## config.mk

```make
export PLATFORM = sky130hd
export DESIGN_NAME = cssa_bank
export DESIGN_NICKNAME = d
export VERILOG_FILES = /design/src/cssa_bank.v
export VERILOG_INCLUDE_DIRS = /design/src
export SDC_FILE = /design/constraint.sdc
export NUM_CORES = 1
export LEC_CHECK = 0
export ABC_AREA = 1
export BUFFER_PORTS_ARGS = -buffer_cell sky130_fd_sc_hd__buf_2
export CORE_UTILIZATION = 45
export CTS_CLUSTER_DIAMETER = 50
export CTS_CLUSTER_SIZE = 12
export DETAILED_ROUTE_END_ITERATION = 10
export PLACE_DENSITY = 0.75
export REMOVE_ABC_BUFFERS = 1
export SETUP_SLACK_MARGIN = 0.02
export SYNTH_ARGS = -nofsm -noshare
export SYNTH_HDL_FRONTEND = slang
export SYNTH_SLANG_ARGS = --single-unit
```

## constraint.sdc

```tcl
create_clock -name clk_in -period 2.3 [get_ports clk_in]
set_clock_uncertainty 0.1 [all_clocks]
set_input_delay 0 -clock clk_in [delete_from_list [all_inputs] [get_ports clk_in]]
set_output_delay 0 -clock clk_in [all_outputs]
set_load 0.02 [all_outputs]
```

## src/cssa_consts.vh

```
// Offsets, field positions and timing counts for the charger status bank
`ifndef CSSA_CONSTS_VH
`define CSSA_CONSTS_VH
`define CSSA_OFS_OPTIONS 8'h29
`define CSSA_OFS_TOTAL 8'h30
`define CSSA_OFS_CV 8'h31
`define CSSA_OFS_ABSORB 8'h32
`define CSSA_OFS_EQUAL 8'h33
`define CSSA_OFS_PHASE 8'h34
`define CSSA_OFS_LOOP 8'h35
`define CSSA_OFS_LIMIT 8'h36
`define CSSA_OFS_STATE_ALERT 8'h37
`define CSSA_BIT_CX_TERM 2
`define CSSA_BIT_TEMP_COMP 1
`define CSSA_BIT_REGION_EN 0
`define CSSA_ST_EQUALIZE 10
`define CSSA_ST_ABSORB 9
`define CSSA_ST_SUSPEND 8
`define CSSA_ST_PRECOND 7
`define CSSA_ST_BULK 6
`define CSSA_ST_THERM 5
`define CSSA_ST_TIMER_TERM 4
`define CSSA_ST_CX_TERM 3
`define CSSA_ST_TIME_FAULT 2
`define CSSA_ST_MISSING 1
`define CSSA_ST_SHORT 0
`define CSSA_BIT_MEAS_VALID 15
`define CSSA_CLK_HZ 125000000
`define CSSA_TICK_HZ 1
`define CSSA_SEC_CYCLES (`CSSA_CLK_HZ / `CSSA_TICK_HZ)
`define CSSA_MEAS_CYCLE_US 6500
`define CSSA_MEAS_CYCLES ((`CSSA_CLK_HZ / 1000000) * `CSSA_MEAS_CYCLE_US)
`define CSSA_WARMUP_US 12000
`define CSSA_WARMUP_CYCLES ((`CSSA_CLK_HZ / 1000000) * `CSSA_WARMUP_US)
`endif

```

## src/cssa_bank.v

```verilog
// Charger option, phase timer, state, regulation status and limit alert register bank
`timescale 1ns/100ps
`include "cssa_consts.vh"

// Summary of operation
// Five 5-bit current codes for regions two to six; active one drives target.
// Regions one and seven have no current; charging pauses there.
// Option bit 2 enables low-current termination for lithium; resets 0.
// Option bit 1 enables temperature-compensated voltage for lead-acid; default one.
// Option bit 0 enables region-qualified charging for lithium; default one.
// Read-only 16-bit total charge seconds counter at 0x30, lithium only.
// Read-only 11-bit constant-voltage seconds counter at 0x31, lithium only.
// Read-only 11-bit absorb seconds counter at 0x32, not for lithium-ion.
// Writable 16-bit equalize seconds counter at 0x33, lead-acid only.
// 11-bit charger state word at 0x34 holds at most one set bit.
// State bits: 10 equalize down to 0 battery short, as listed.
// Suspend on low input headroom, host suspend bit, or system fault.
// Lithium-ion shows precondition while battery below 2.9V per cell.
// Lithium enters timer termination after exceeding the voltage-phase time limit.
// Lithium enters charge-time fault when total counter exceeds the limit.
// 4-bit one-hot regulation loop word at 0x35, undervoltage down to voltage.
// Limit alerts are evaluated at the end of each 6.5ms measurement cycle.
// An alert bit sets only while its enable bit is set.
// Alerts stay set until disabled or cleared by writing zero.
// Clearing an enabled alert whose condition persists re-raises it at the next measurement cycle end.
// A new alert pulls the alert line low until the response completes.
// Alert bit 15 rises once the 12ms warm-up has elapsed, if enabled.
// Enabled state alert bits set on entry into the matching state.
// Phase timers count seconds from a one-hertz tick and saturate.
// Writing one to an alert bit leaves it unchanged.
module cssa_bank #(
  parameter SEC_CYCLES = `CSSA_SEC_CYCLES,
  parameter MEAS_CYCLES = `CSSA_MEAS_CYCLES,
  parameter WARMUP_CYCLES = `CSSA_WARMUP_CYCLES
) (
  input wire clk_in, // 125 MHz clock
  input wire rst_n_in, // Async reset, active low
  input wire reg_wr_in, // Register write strobe
  input wire reg_rd_in, // Register read strobe
  input wire [7:0] reg_addr_in, // Register sub-address
  input wire [15:0] reg_wdata_in, // Write data
  output reg [15:0] reg_rdata_out, // Read data, valid cycle after read
  input wire lead_acid_in, // Chemistry is lead-acid
  input wire li_ion_in, // Chemistry is lithium-ion
  input wire [2:0] temp_region_in, // Thermistor region 1..7
  input wire [24:0] region_current_codes_in, // Five 5-bit codes, region 2 in low bits
  input wire low_headroom_in, // Input within 100mV of battery sense pin
  input wire suspend_req_in, // Host suspend control bit
  input wire sys_fault_in, // System fault present
  input wire below_precond_in, // Battery below 2.9V per cell
  input wire charging_in, // Charge cycle active
  input wire at_charge_voltage_in, // Battery at charge voltage
  input wire absorb_active_in, // Algorithm in absorb phase
  input wire equalize_active_in, // Algorithm in equalize phase
  input wire cx_detect_in, // Low current detected
  input wire bat_missing_in, // Battery missing
  input wire bat_short_in, // Battery shorted
  input wire [3:0] loop_active_in, // Raw loop activity, bit 3 highest priority
  input wire [15:0] cv_time_limit_in, // Constant-voltage time limit, seconds
  input wire [15:0] charge_time_limit_in, // Charge time limit, seconds
  input wire [15:0] limit_cond_in, // Limit excursion conditions
  input wire [15:0] limit_enable_in, // Limit alert enables
  input wire [10:0] state_alert_enable_in, // State alert enables
  input wire alert_resp_done_in, // Alert response completed, one-cycle pulse
  output reg [4:0] current_target_out, // Active charge current code
  output reg charge_pause_out, // Charging paused by temperature
  output reg cx_term_en_out, // Low-current termination effective
  output reg temp_comp_en_out, // Temperature compensation effective
  output reg region_en_out, // Region-qualified charging effective
  output reg [10:0] phase_out, // One-hot charger state
  output reg alert_n_out, // Alert line level, low active
  output reg alert_oe_out // Alert line drive enable, high pulls low
);
  // Host-visible registers
  reg [2:0] opt_q;
  reg [15:0] total_q;
  reg [10:0] cv_q;
  reg [10:0] absorb_q;
  reg [15:0] equal_q;
  reg [3:0] loop_q;
  reg [15:0] limit_q;
  reg [10:0] st_alert_q;
  // State, internal counters and next values
  reg [10:0] phase_q;
  reg [10:0] phase_d;
  reg [26:0] sec_cnt_q;
  reg [20:0] meas_cnt_q;
  reg [21:0] warm_cnt_q;
  reg warm_done_q;
  reg alert_q;
  reg [15:0] limit_d;
  reg [10:0] st_alert_d;
  reg [3:0] loop_d;
  reg [4:0] target_d;
  // One-second and measurement-cycle strobes from free-running counters
  wire tick = (sec_cnt_q == SEC_CYCLES - 1);
  wire meas_end = (meas_cnt_q == MEAS_CYCLES - 1);
  // Lithium covers both lithium-ion and iron-phosphate
  wire lithium = ~lead_acid_in;
  // Bit 15 reports warm-up done in place of a limit condition
  wire [15:0] lim_src = {warm_done_q, limit_cond_in[14:0]};
  // States newly entered this cycle, for the state alerts
  wire [10:0] entered = phase_d & ~phase_q;

  // Saturating increment of a 16-bit timer
  function [15:0] sat16;
    input [15:0] v;
    begin
      sat16 = (v == 16'hFFFF) ? v : v + 16'h0001;
    end
  endfunction

  // Saturating increment of an 11-bit timer
  function [10:0] sat11;
    input [10:0] v;
    begin
      sat11 = (v == 11'h7FF) ? v : v + 11'h001;
    end
  endfunction

  // Write strobe aimed at one sub-address
  function wr_hit;
    input wr;
    input [7:0] addr;
    input [7:0] ofs;
    begin
      wr_hit = wr && (addr == ofs);
    end
  endfunction

  // Write strobes per writable register
  wire wr_opt = wr_hit(reg_wr_in, reg_addr_in, `CSSA_OFS_OPTIONS);
  wire wr_equal = wr_hit(reg_wr_in, reg_addr_in, `CSSA_OFS_EQUAL);
  wire wr_limit = wr_hit(reg_wr_in, reg_addr_in, `CSSA_OFS_LIMIT);
  wire wr_st = wr_hit(reg_wr_in, reg_addr_in, `CSSA_OFS_STATE_ALERT);

  // Charger state selection, highest priority first
  always @* begin
    phase_d = 11'h000;
    // Terminations and the charge-time fault latch until a higher cause takes over
    // suspend conditions
    if (low_headroom_in || suspend_req_in || sys_fault_in) begin
      phase_d[`CSSA_ST_SUSPEND] = 1'b1;
    end else if (bat_short_in) begin
      phase_d[`CSSA_ST_SHORT] = 1'b1;
    end else if (bat_missing_in) begin
      phase_d[`CSSA_ST_MISSING] = 1'b1;
    // charge time fault
    end else if (lithium && (phase_q[`CSSA_ST_TIME_FAULT] ||
                 (charging_in && total_q > charge_time_limit_in))) begin
      phase_d[`CSSA_ST_TIME_FAULT] = 1'b1;
    // Timer is zero-extended for the 16-bit limit compare
    // voltage-phase timeout
    end else if (lithium && (phase_q[`CSSA_ST_TIMER_TERM] ||
                 ({5'h00, cv_q} > cv_time_limit_in && at_charge_voltage_in))) begin
      phase_d[`CSSA_ST_TIMER_TERM] = 1'b1;
    // low-current termination
    end else if (lithium && opt_q[`CSSA_BIT_CX_TERM] && (phase_q[`CSSA_ST_CX_TERM] ||
                 (cx_detect_in && at_charge_voltage_in))) begin
      phase_d[`CSSA_ST_CX_TERM] = 1'b1;
    // thermal pause in outer regions
    end else if (lithium && opt_q[`CSSA_BIT_REGION_EN] &&
                 (temp_region_in == 3'h1 || temp_region_in == 3'h7)) begin
      phase_d[`CSSA_ST_THERM] = 1'b1;
    end else if (charging_in) begin
      // precondition for lithium-ion
      if (li_ion_in && below_precond_in) begin
        phase_d[`CSSA_ST_PRECOND] = 1'b1;
      end else if (lead_acid_in && equalize_active_in) begin
        phase_d[`CSSA_ST_EQUALIZE] = 1'b1;
      end else if (!li_ion_in && absorb_active_in) begin
        phase_d[`CSSA_ST_ABSORB] = 1'b1;
      end else begin
        phase_d[`CSSA_ST_BULK] = 1'b1;
      end
    end
  end

  // Regulation loop one-hot and region current select
  always @* begin
    loop_d = 4'h0;
    // one-hot priority encode
    if (loop_active_in[3]) begin
      loop_d = 4'h8;
    end else if (loop_active_in[2]) begin
      loop_d = 4'h4;
    end else if (loop_active_in[1]) begin
      loop_d = 4'h2;
    end else if (loop_active_in[0]) begin
      loop_d = 4'h1;
    end
    // active region code
    case (temp_region_in)
      3'h2: target_d = region_current_codes_in[4:0];
      3'h3: target_d = region_current_codes_in[9:5];
      3'h4: target_d = region_current_codes_in[14:10];
      3'h5: target_d = region_current_codes_in[19:15];
      3'h6: target_d = region_current_codes_in[24:20];
      default: target_d = 5'h00;
    endcase
  end

  // Alert next values
  always @* begin
    limit_d = limit_q;
    // writes of one keep the bit
    if (wr_limit) begin
      limit_d = limit_d & reg_wdata_in;
    end
    // disabled bits drop
    limit_d = limit_d & limit_enable_in;
    // evaluate at cycle end, set wins
    if (meas_end) begin
      limit_d = limit_d | (lim_src & limit_enable_in);
    end
    // State alerts follow the same clear-then-set order
    st_alert_d = st_alert_q;
    if (wr_st) begin
      st_alert_d = st_alert_d & reg_wdata_in[10:0];
    end
    // set on state entry
    st_alert_d = (st_alert_d & state_alert_enable_in) | (entered & state_alert_enable_in);
  end

  // Tick, measurement and warm-up counters
  always @(posedge clk_in or negedge rst_n_in) begin
    if (!rst_n_in) begin
      sec_cnt_q <= 27'h0000000;
      meas_cnt_q <= 21'h000000;
      warm_cnt_q <= 22'h000000;
      warm_done_q <= 1'b0;
    end else begin
      // one-hertz tick
      sec_cnt_q <= tick ? 27'h0000000 : sec_cnt_q + 27'h0000001;
      // Measurement cycle end strobes the limit evaluation
      meas_cnt_q <= meas_end ? 21'h000000 : meas_cnt_q + 21'h000001;
      // Warm-up counter stops once done so it cannot wrap
      if (warm_cnt_q == WARMUP_CYCLES - 1) begin
        warm_done_q <= 1'b1;
      end else begin
        warm_cnt_q <= warm_cnt_q + 22'h000001;
      end
    end
  end

  // Registers, timers and state
  always @(posedge clk_in or negedge rst_n_in) begin
    if (!rst_n_in) begin
      opt_q <= 3'h3;
      total_q <= 16'h0000;
      cv_q <= 11'h000;
      absorb_q <= 11'h000;
      equal_q <= 16'h0000;
      phase_q <= 11'h000;
      loop_q <= 4'h0;
      limit_q <= 16'h0000;
      st_alert_q <= 11'h000;
      alert_q <= 1'b0;
    end else begin
      // option bits
      if (wr_opt) begin
        opt_q <= reg_wdata_in[2:0];
      end
      // one-hot state
      phase_q <= phase_d;
      loop_q <= loop_d;
      limit_q <= limit_d;
      st_alert_q <= st_alert_d;
      // Total, constant-voltage and absorb timers restart from zero when their phase is left; equalize holds
      // total charge timer
      if (!charging_in || !lithium) begin
        total_q <= 16'h0000;
      end else if (tick) begin
        total_q <= sat16(total_q);
      end
      // constant-voltage timer
      if (!lithium || !at_charge_voltage_in) begin
        cv_q <= 11'h000;
      end else if (tick) begin
        cv_q <= sat11(cv_q);
      end
      // absorb timer
      if (li_ion_in || !phase_q[`CSSA_ST_ABSORB]) begin
        absorb_q <= 11'h000;
      end else if (tick) begin
        absorb_q <= sat11(absorb_q);
      end
      // equalize timer, host writable
      if (wr_equal) begin
        equal_q <= reg_wdata_in;
      end else if (lead_acid_in && phase_q[`CSSA_ST_EQUALIZE] && tick) begin
        equal_q <= sat16(equal_q);
      end
      // A response in the cycle of a fresh alert does not release the line
      // hold alert until response, new alert wins
      if ((|(limit_d & ~limit_q)) || (|(st_alert_d & ~st_alert_q))) begin
        alert_q <= 1'b1;
      end else if (alert_resp_done_in) begin
        alert_q <= 1'b0;
      end
    end
  end

  // Read mux and registered outputs
  always @(posedge clk_in or negedge rst_n_in) begin
    if (!rst_n_in) begin
      reg_rdata_out <= 16'h0000;
      current_target_out <= 5'h00;
      charge_pause_out <= 1'b0;
      cx_term_en_out <= 1'b0;
      temp_comp_en_out <= 1'b0;
      region_en_out <= 1'b0;
      phase_out <= 11'h000;
      alert_n_out <= 1'b1;
      alert_oe_out <= 1'b0;
    end else begin
      // Read data holds between reads; unmapped addresses read zero
      if (reg_rd_in) begin
        case (reg_addr_in)
          `CSSA_OFS_OPTIONS: reg_rdata_out <= {13'h0000, opt_q};
          `CSSA_OFS_TOTAL: reg_rdata_out <= total_q;
          `CSSA_OFS_CV: reg_rdata_out <= {5'h00, cv_q};
          `CSSA_OFS_ABSORB: reg_rdata_out <= {5'h00, absorb_q};
          `CSSA_OFS_EQUAL: reg_rdata_out <= equal_q;
          `CSSA_OFS_PHASE: reg_rdata_out <= {5'h00, phase_q};
          `CSSA_OFS_LOOP: reg_rdata_out <= {12'h000, loop_q};
          `CSSA_OFS_LIMIT: reg_rdata_out <= limit_q;
          `CSSA_OFS_STATE_ALERT: reg_rdata_out <= {5'h00, st_alert_q};
          default: reg_rdata_out <= 16'h0000;
        endcase
      end
      current_target_out <= target_d;
      // pause in outer regions
      charge_pause_out <= phase_q[`CSSA_ST_THERM];
      // chemistry gating
      cx_term_en_out <= lithium & opt_q[`CSSA_BIT_CX_TERM];
      temp_comp_en_out <= lead_acid_in & opt_q[`CSSA_BIT_TEMP_COMP];
      region_en_out <= lithium & opt_q[`CSSA_BIT_REGION_EN];
      phase_out <= phase_q;
      // Alert line level and drive enable mirror the pending flag
      alert_n_out <= ~alert_q;
      alert_oe_out <= alert_q;
    end
  end
endmodule // cssa_bank

```

Word level (Yosys, flattened, before mapping)
Index checks and enable logic that the tools add are counted.
{"block": "classes", "magnitude_cmp": 2, "n_eq_ne": 27, "n_bitwise": 19, "reduce_logical": 43, "n_mux": 57, "add_sub_neg": 7}
{"cell": "one-hot mux 16 bit (9 select lines)", "count": 1}
{"cell": "two-way mux 16 bit", "count": 8}
{"cell": "two-way mux 11 bit", "count": 7}
{"cell": "equality test 8 x 6 -> 1 bit (second input constant)", "count": 9}
{"cell": "bitwise AND 16 bit", "count": 4}
{"cell": "bitwise AND 11 bit", "count": 5}
{"cell": "adder 16 x 1 -> 16 bit (second input constant)", "count": 2}
{"cell": "equality test 16 bit (second input constant)", "count": 2}
{"cell": "adder 27 x 1 -> 27 bit (second input constant)", "count": 1}
{"cell": "equality test 27 bit (second input constant)", "count": 1}
{"cell": "two-way mux 27 bit", "count": 1}
{"cell": "one-hot mux 5 bit (5 select lines)", "count": 1}
{"cell": "two-way mux 2 bit", "count": 12}
{"cell": "adder 11 x 1 -> 11 bit (second input constant)", "count": 2}
{"cell": "adder 22 x 1 -> 22 bit (second input constant)", "count": 1}
{"cell": "equality test 11 bit (second input constant)", "count": 2}
{"cell": "equality test 22 x 21 -> 1 bit (second input constant)", "count": 1}
{"cell": "inverter 11 bit", "count": 2}
{"cell": "adder 21 x 1 -> 21 bit (second input constant)", "count": 1}
{"cell": "equality test 21 x 20 -> 1 bit (second input constant)", "count": 1}
{"cell": "two-way mux 21 bit", "count": 1}
{"cell": "logical AND 1 bit", "count": 18}
{"cell": "two-way mux 1 bit", "count": 18}
{"cell": "> comparator 11 x 16 -> 1 bit", "count": 1}
{"cell": "22 further kinds", "count": 53}
{"block": "word_totals", "inputBits": 149, "output_inout_bits": 38, "register_bits": 209, "wordCells": 178}

Depth between registers and ports, before layout
{"block": "depth", "depth_word": 20, "depth_mapped": 20, "depth_no_buf": 20}

Least setup slack after synthesis
Ideal clock, no wire load.
{"block": "synth_path", "kind": "reg2reg", "startpoint": "reg sec_cnt_q[0]", "endpoint": "reg sec_cnt_q[26]", "setup_time_ps": 119, "n_path_buf": 0, "t_required_ps": 2081, "path_stages_with_launch": 17, "arrival_ps": 1865, "period_less_slack_ps": 2084, "path_slack_ps": 216, "path_cell_list": "dfrtp_1 -> ha_1 -> nand2_2 -> nor2_4 -> nand2_2 -> nor2_2 -> nand2_2 -> nor3_4 -> nand2_2 -> nor2_4 -> nand3_2 -> nor2_4 -> nand2_2 -> nor2_4 -> nand3_1 -> nand2_1 -> nor2_1"}
{"block": "synth_between", "elab_chain_len": 2, "word_cells_on_any_way": 3, "cone_classes": "add/sub (1); eq/ne (1); mux (1)"}
{"item": "from (decl)", "line_no": "cssa_bank.v:86", "rtl": "reg [26:0] sec_cnt_q;"}
{"item": "from (signal assigned)", "line_no": "cssa_bank.v:234", "rtl": "sec_cnt_q <= tick ? 27'h0000000 : sec_cnt_q + 27'h0000001;"}
{"item": "adder 27 x 1 -> 27 bit / equality test 27 bit (equally long branches)", "line_no": "cssa_bank.v:234, cssa_bank.v:96"}
{"item": "two-way mux 27 bit *", "line_no": "cssa_bank.v:234"}
Every way passes the cells marked *; elsewhere a longest branch is shown, timed or not.
A chain may end at the register's enable or synchronous reset.

Final worst setup path
{"block": "layout_path", "startpoint": "reg sec_cnt_q[0]", "endpoint": "reg total_q[15]"}
{"block": "layout_between", "elab_chain_len": 3}
{"item": "equality test 27 bit", "line_no": "cssa_bank.v:96", "rtl": "wire tick = (sec_cnt_q == SEC_CYCLES - 1);"}
{"item": "nonzero test 2 bit (no source line)"}
{"item": "AND reduction 2 bit (no source line)"}
{"item": "to (signal assigned)", "line_no": "cssa_bank.v:274", "rtl": "total_q <= sat16(total_q);"}
{"item": "to (decl)", "line_no": "cssa_bank.v:76", "rtl": "reg [15:0] total_q;"}
No other way between the ends.

==> impl_results.md <==
- CP Launch Type: flip-flop
- Count leader, synth: nand2_1
- Routed WL per cell: ~17 um
- Final Setup Violations: 0
- Least-Margin Pin Slew: ~650 ps
- Critical path buffers and inverters: 0
- Crit-path max FO: 5
- RSZ-0062 raised after global routing: true
- Reg clk slew, reported paths: 60 ps
- Hold Crit Class: in -> reg
- Area contributors post-synth: dfrtp_1, nand2_1, inv_1
- GPL Wtd Cong: about 0.92
- GRT Residual Overflow: 0
- Area Overhead vs Synth: 38.8%
- Synthesized area per cell: between 7 and 8 um2
- Post-synth cell types: 57
- Rel. slew slack: between 50% and 60%
- Status: complete, no violations
- TritonCTS Sinks: approximately 210
- Slew Limit Fails: 0
- Initial Util: about 46%
- CTS H-Tree Depth: 1
- EDFF count, synth: 0
- Cts bufs inserted: 26
- Die height: roughly 160 um
- Pwr Density: 522 nW/um2
- N_diodes: 0
- Routed wire length: between 30000 and 40000 um
- Die width: 165 um
- Final min period: between 2000 and 2500 ps
- Final HPWL DP: 27300 um
- DR vias: roughly 13000
- Largest area contributor in the netlist: dfrtp_1
- I/O pin total: about 190
- Crit path max-delay family: simple AND/OR/NAND/NOR gates
- Initial antenna violation count: 0
- Setup crit end kind: flip-flop
- Synth cell count leaders: nand2_1, inv_1, dfrtp_1
- Hold slack: just over 60 ps
- Hold violation count in the final report: 0
- Core Box Area: 26100 um2
- Routed Antenna Nets: 0
- Critical path arrival: between 2000 and 3000 ps
- Lkg Pwr: between 8 and 9 nW
- Final instance area: 16600 um2
- First-pass GRT wire length: around 60000 um
- Post-synthesis sequential area ratio: a little over two fifths
- Max rail drop VDD: between 400 and 500 uV
- Most numerous cell on the critical path: nand2_2
- Seq cells post-synth: roughly 210
- Pin count of the biggest net entering global routing: between 40 and 50
- DR iter-0 viols: between 1000 and 1500
- Worst-Skew Late Latency: 530 ps
- Mapped cell area: ~12000 um2
- Final nets: 2135
- Residual DRC: 0
- CTS Buffer Depth: 3
- Async SR Flop Fraction: between 90% and 100%
- Die area: 27200 um2
- Top cell type's share of synthesized area: between 40 and 50%
- Critical path, cell by cell: ha_2, nand2_2, nor2_4, nand4_1, nor3_2, nand2_2, nand2_2, nand2_4, nor2_4, nand2_2, nor2_1, a21oi_1, o21a_1
- Setup CP Type: reg -> reg
- # rows: 59
- Part of the cycle the worst path needs: about 100%
- Drt pass-1 iters: 5
- F_max: 438 MHz
- CP max-delay cell: dfrtp_1
- Tot GR Track Use: 28.1%
- Worst Path Required: 2600 ps
- Area post-placement: between 10000 and 15000 um2
- Crit-path max cell delay: 350 ps
- Main synth FF type: dfrtp_1
- Ratio of cells with drive above 1 in the final layout: a little under a quarter
- Post-Syn Instances: approximately 1500
- Design Power: roughly 8.7 mW
- CTS tree: done
- DR vias/cell: ~5.5
- Number of port buffers: 185
- Vias in the first global route: about 12000
- Yosys warns: 0
- Number of max-cap violations: 0
- Clk root buf: clkbuf_16
[power breakdown]
part           switching (mW)  internal, mW  leakage, nW
combinational           0.440         0.346         4.89
sequential             0.0448          3.72         2.79
clock                    1.65          2.47        0.422
total                    2.13          6.53         8.10
[layout by cell type (no fill, tap or decap), drive strengths merged, types with 57 or more instances in the layout]
cell and count:
a21oi 57, buf 273, dfrtp 205, dlygate4sd3 122
inv 274, nand2 328, nand3 62, nand4 64
nor2 184, o21ai 101
[final timing paths]
| check | start | to | slack, ps | cells after the start |
|---|---|---|---|---|
| min reg2reg | phase_q[0] | phase_out[0] | 280 | 0 |
| min | loop_active_in[3] | loop_q[3] | 60 | 2 |
| max in group asynchronous | rst_n_in | opt_q[1] | 990 | 4 |
| min in group asynchronous | rst_n_in | limit_q[12] | 460 | 3 |
| max reg2reg | sec_cnt_q[0] | total_q[15] | 20 | 13 |
| max | sec_cnt_q[0] | total_q[15] | 20 | 13 |
[cells by family after synthesis]
kind of cell	share of synthesized area [%]
AND/OR/NAND/NOR	27.6
buffers and inverters	9.25
AO/OA/AOI/OAI	11.5
flip-flops	43.6
XOR/XNOR	3.23
adder cells (fa/ha/maj)	3.56
multiplexers	1.28
[layer usage]
layer	global-route usage (%)	part of all wire, %	vias to the layer above
li1	-	-	5887
met1	37.1	40	6009
met2	45.8	47	640
met3	4.37	7.6	127
met4	12.0	4.9	0
met5	0	0	-
[flip-flops by register name (all words and copies together), names as in the netlist, 3 cells and up]
signal,flops
phase_q,11
warm_cnt_q,22
st_alert_q,11
current_target_out,5
absorb_q,11
total_q,16
equal_q,16
sec_cnt_q,27
meas_cnt_q,21
opt_q,3
phase_out,11
limit_q,16
loop_q,4
cv_q,11
reg_rdata_out,16
[cell type report]
| cell class | count | area (um2) |
|---|---|---|
| Sequential cell | 208 | 5210 |
| Clock buffer | 38 | 777 |
| Inverter | 272 | 1030 |
| Timing Repair Buffer | 398 | 2940 |
| Multi-Input combinational cell | 1046 | 6110 |
| Tap cell | 335 | 419 |
| Fill cell | 2102 | 9480 |
| Clock inverter | 10 | 93.8 |
[per-stage QoR]
step	instances	setup TNS, ps	util (%)	worst slack, ps
CTS	2283	0	60.9	6.38
global route	2307	-816	63.6	-113
detailed placement	2112	-145	52.8	-59.7
global placement	2112	0	52.8	59.2
floorplan	1526	0	-	48.1
finish	2307	0	63.6	18.3
[repair_timing]
| item | 4_1_cts | 5_1_grt |
|---|---|---|
| endpoints found under the setup margin | 23 | 72 |
| resized for setup | 5 | 119 |
| cloned | 0 | 3 |
| pin swaps | 0 | 23 |
| hold buffers | 123 | 0 |
| hold endpoints to repair | 310 | 0 |
| buffers inserted | 0 | 21 |
Power figures use the tool's default switching activity.
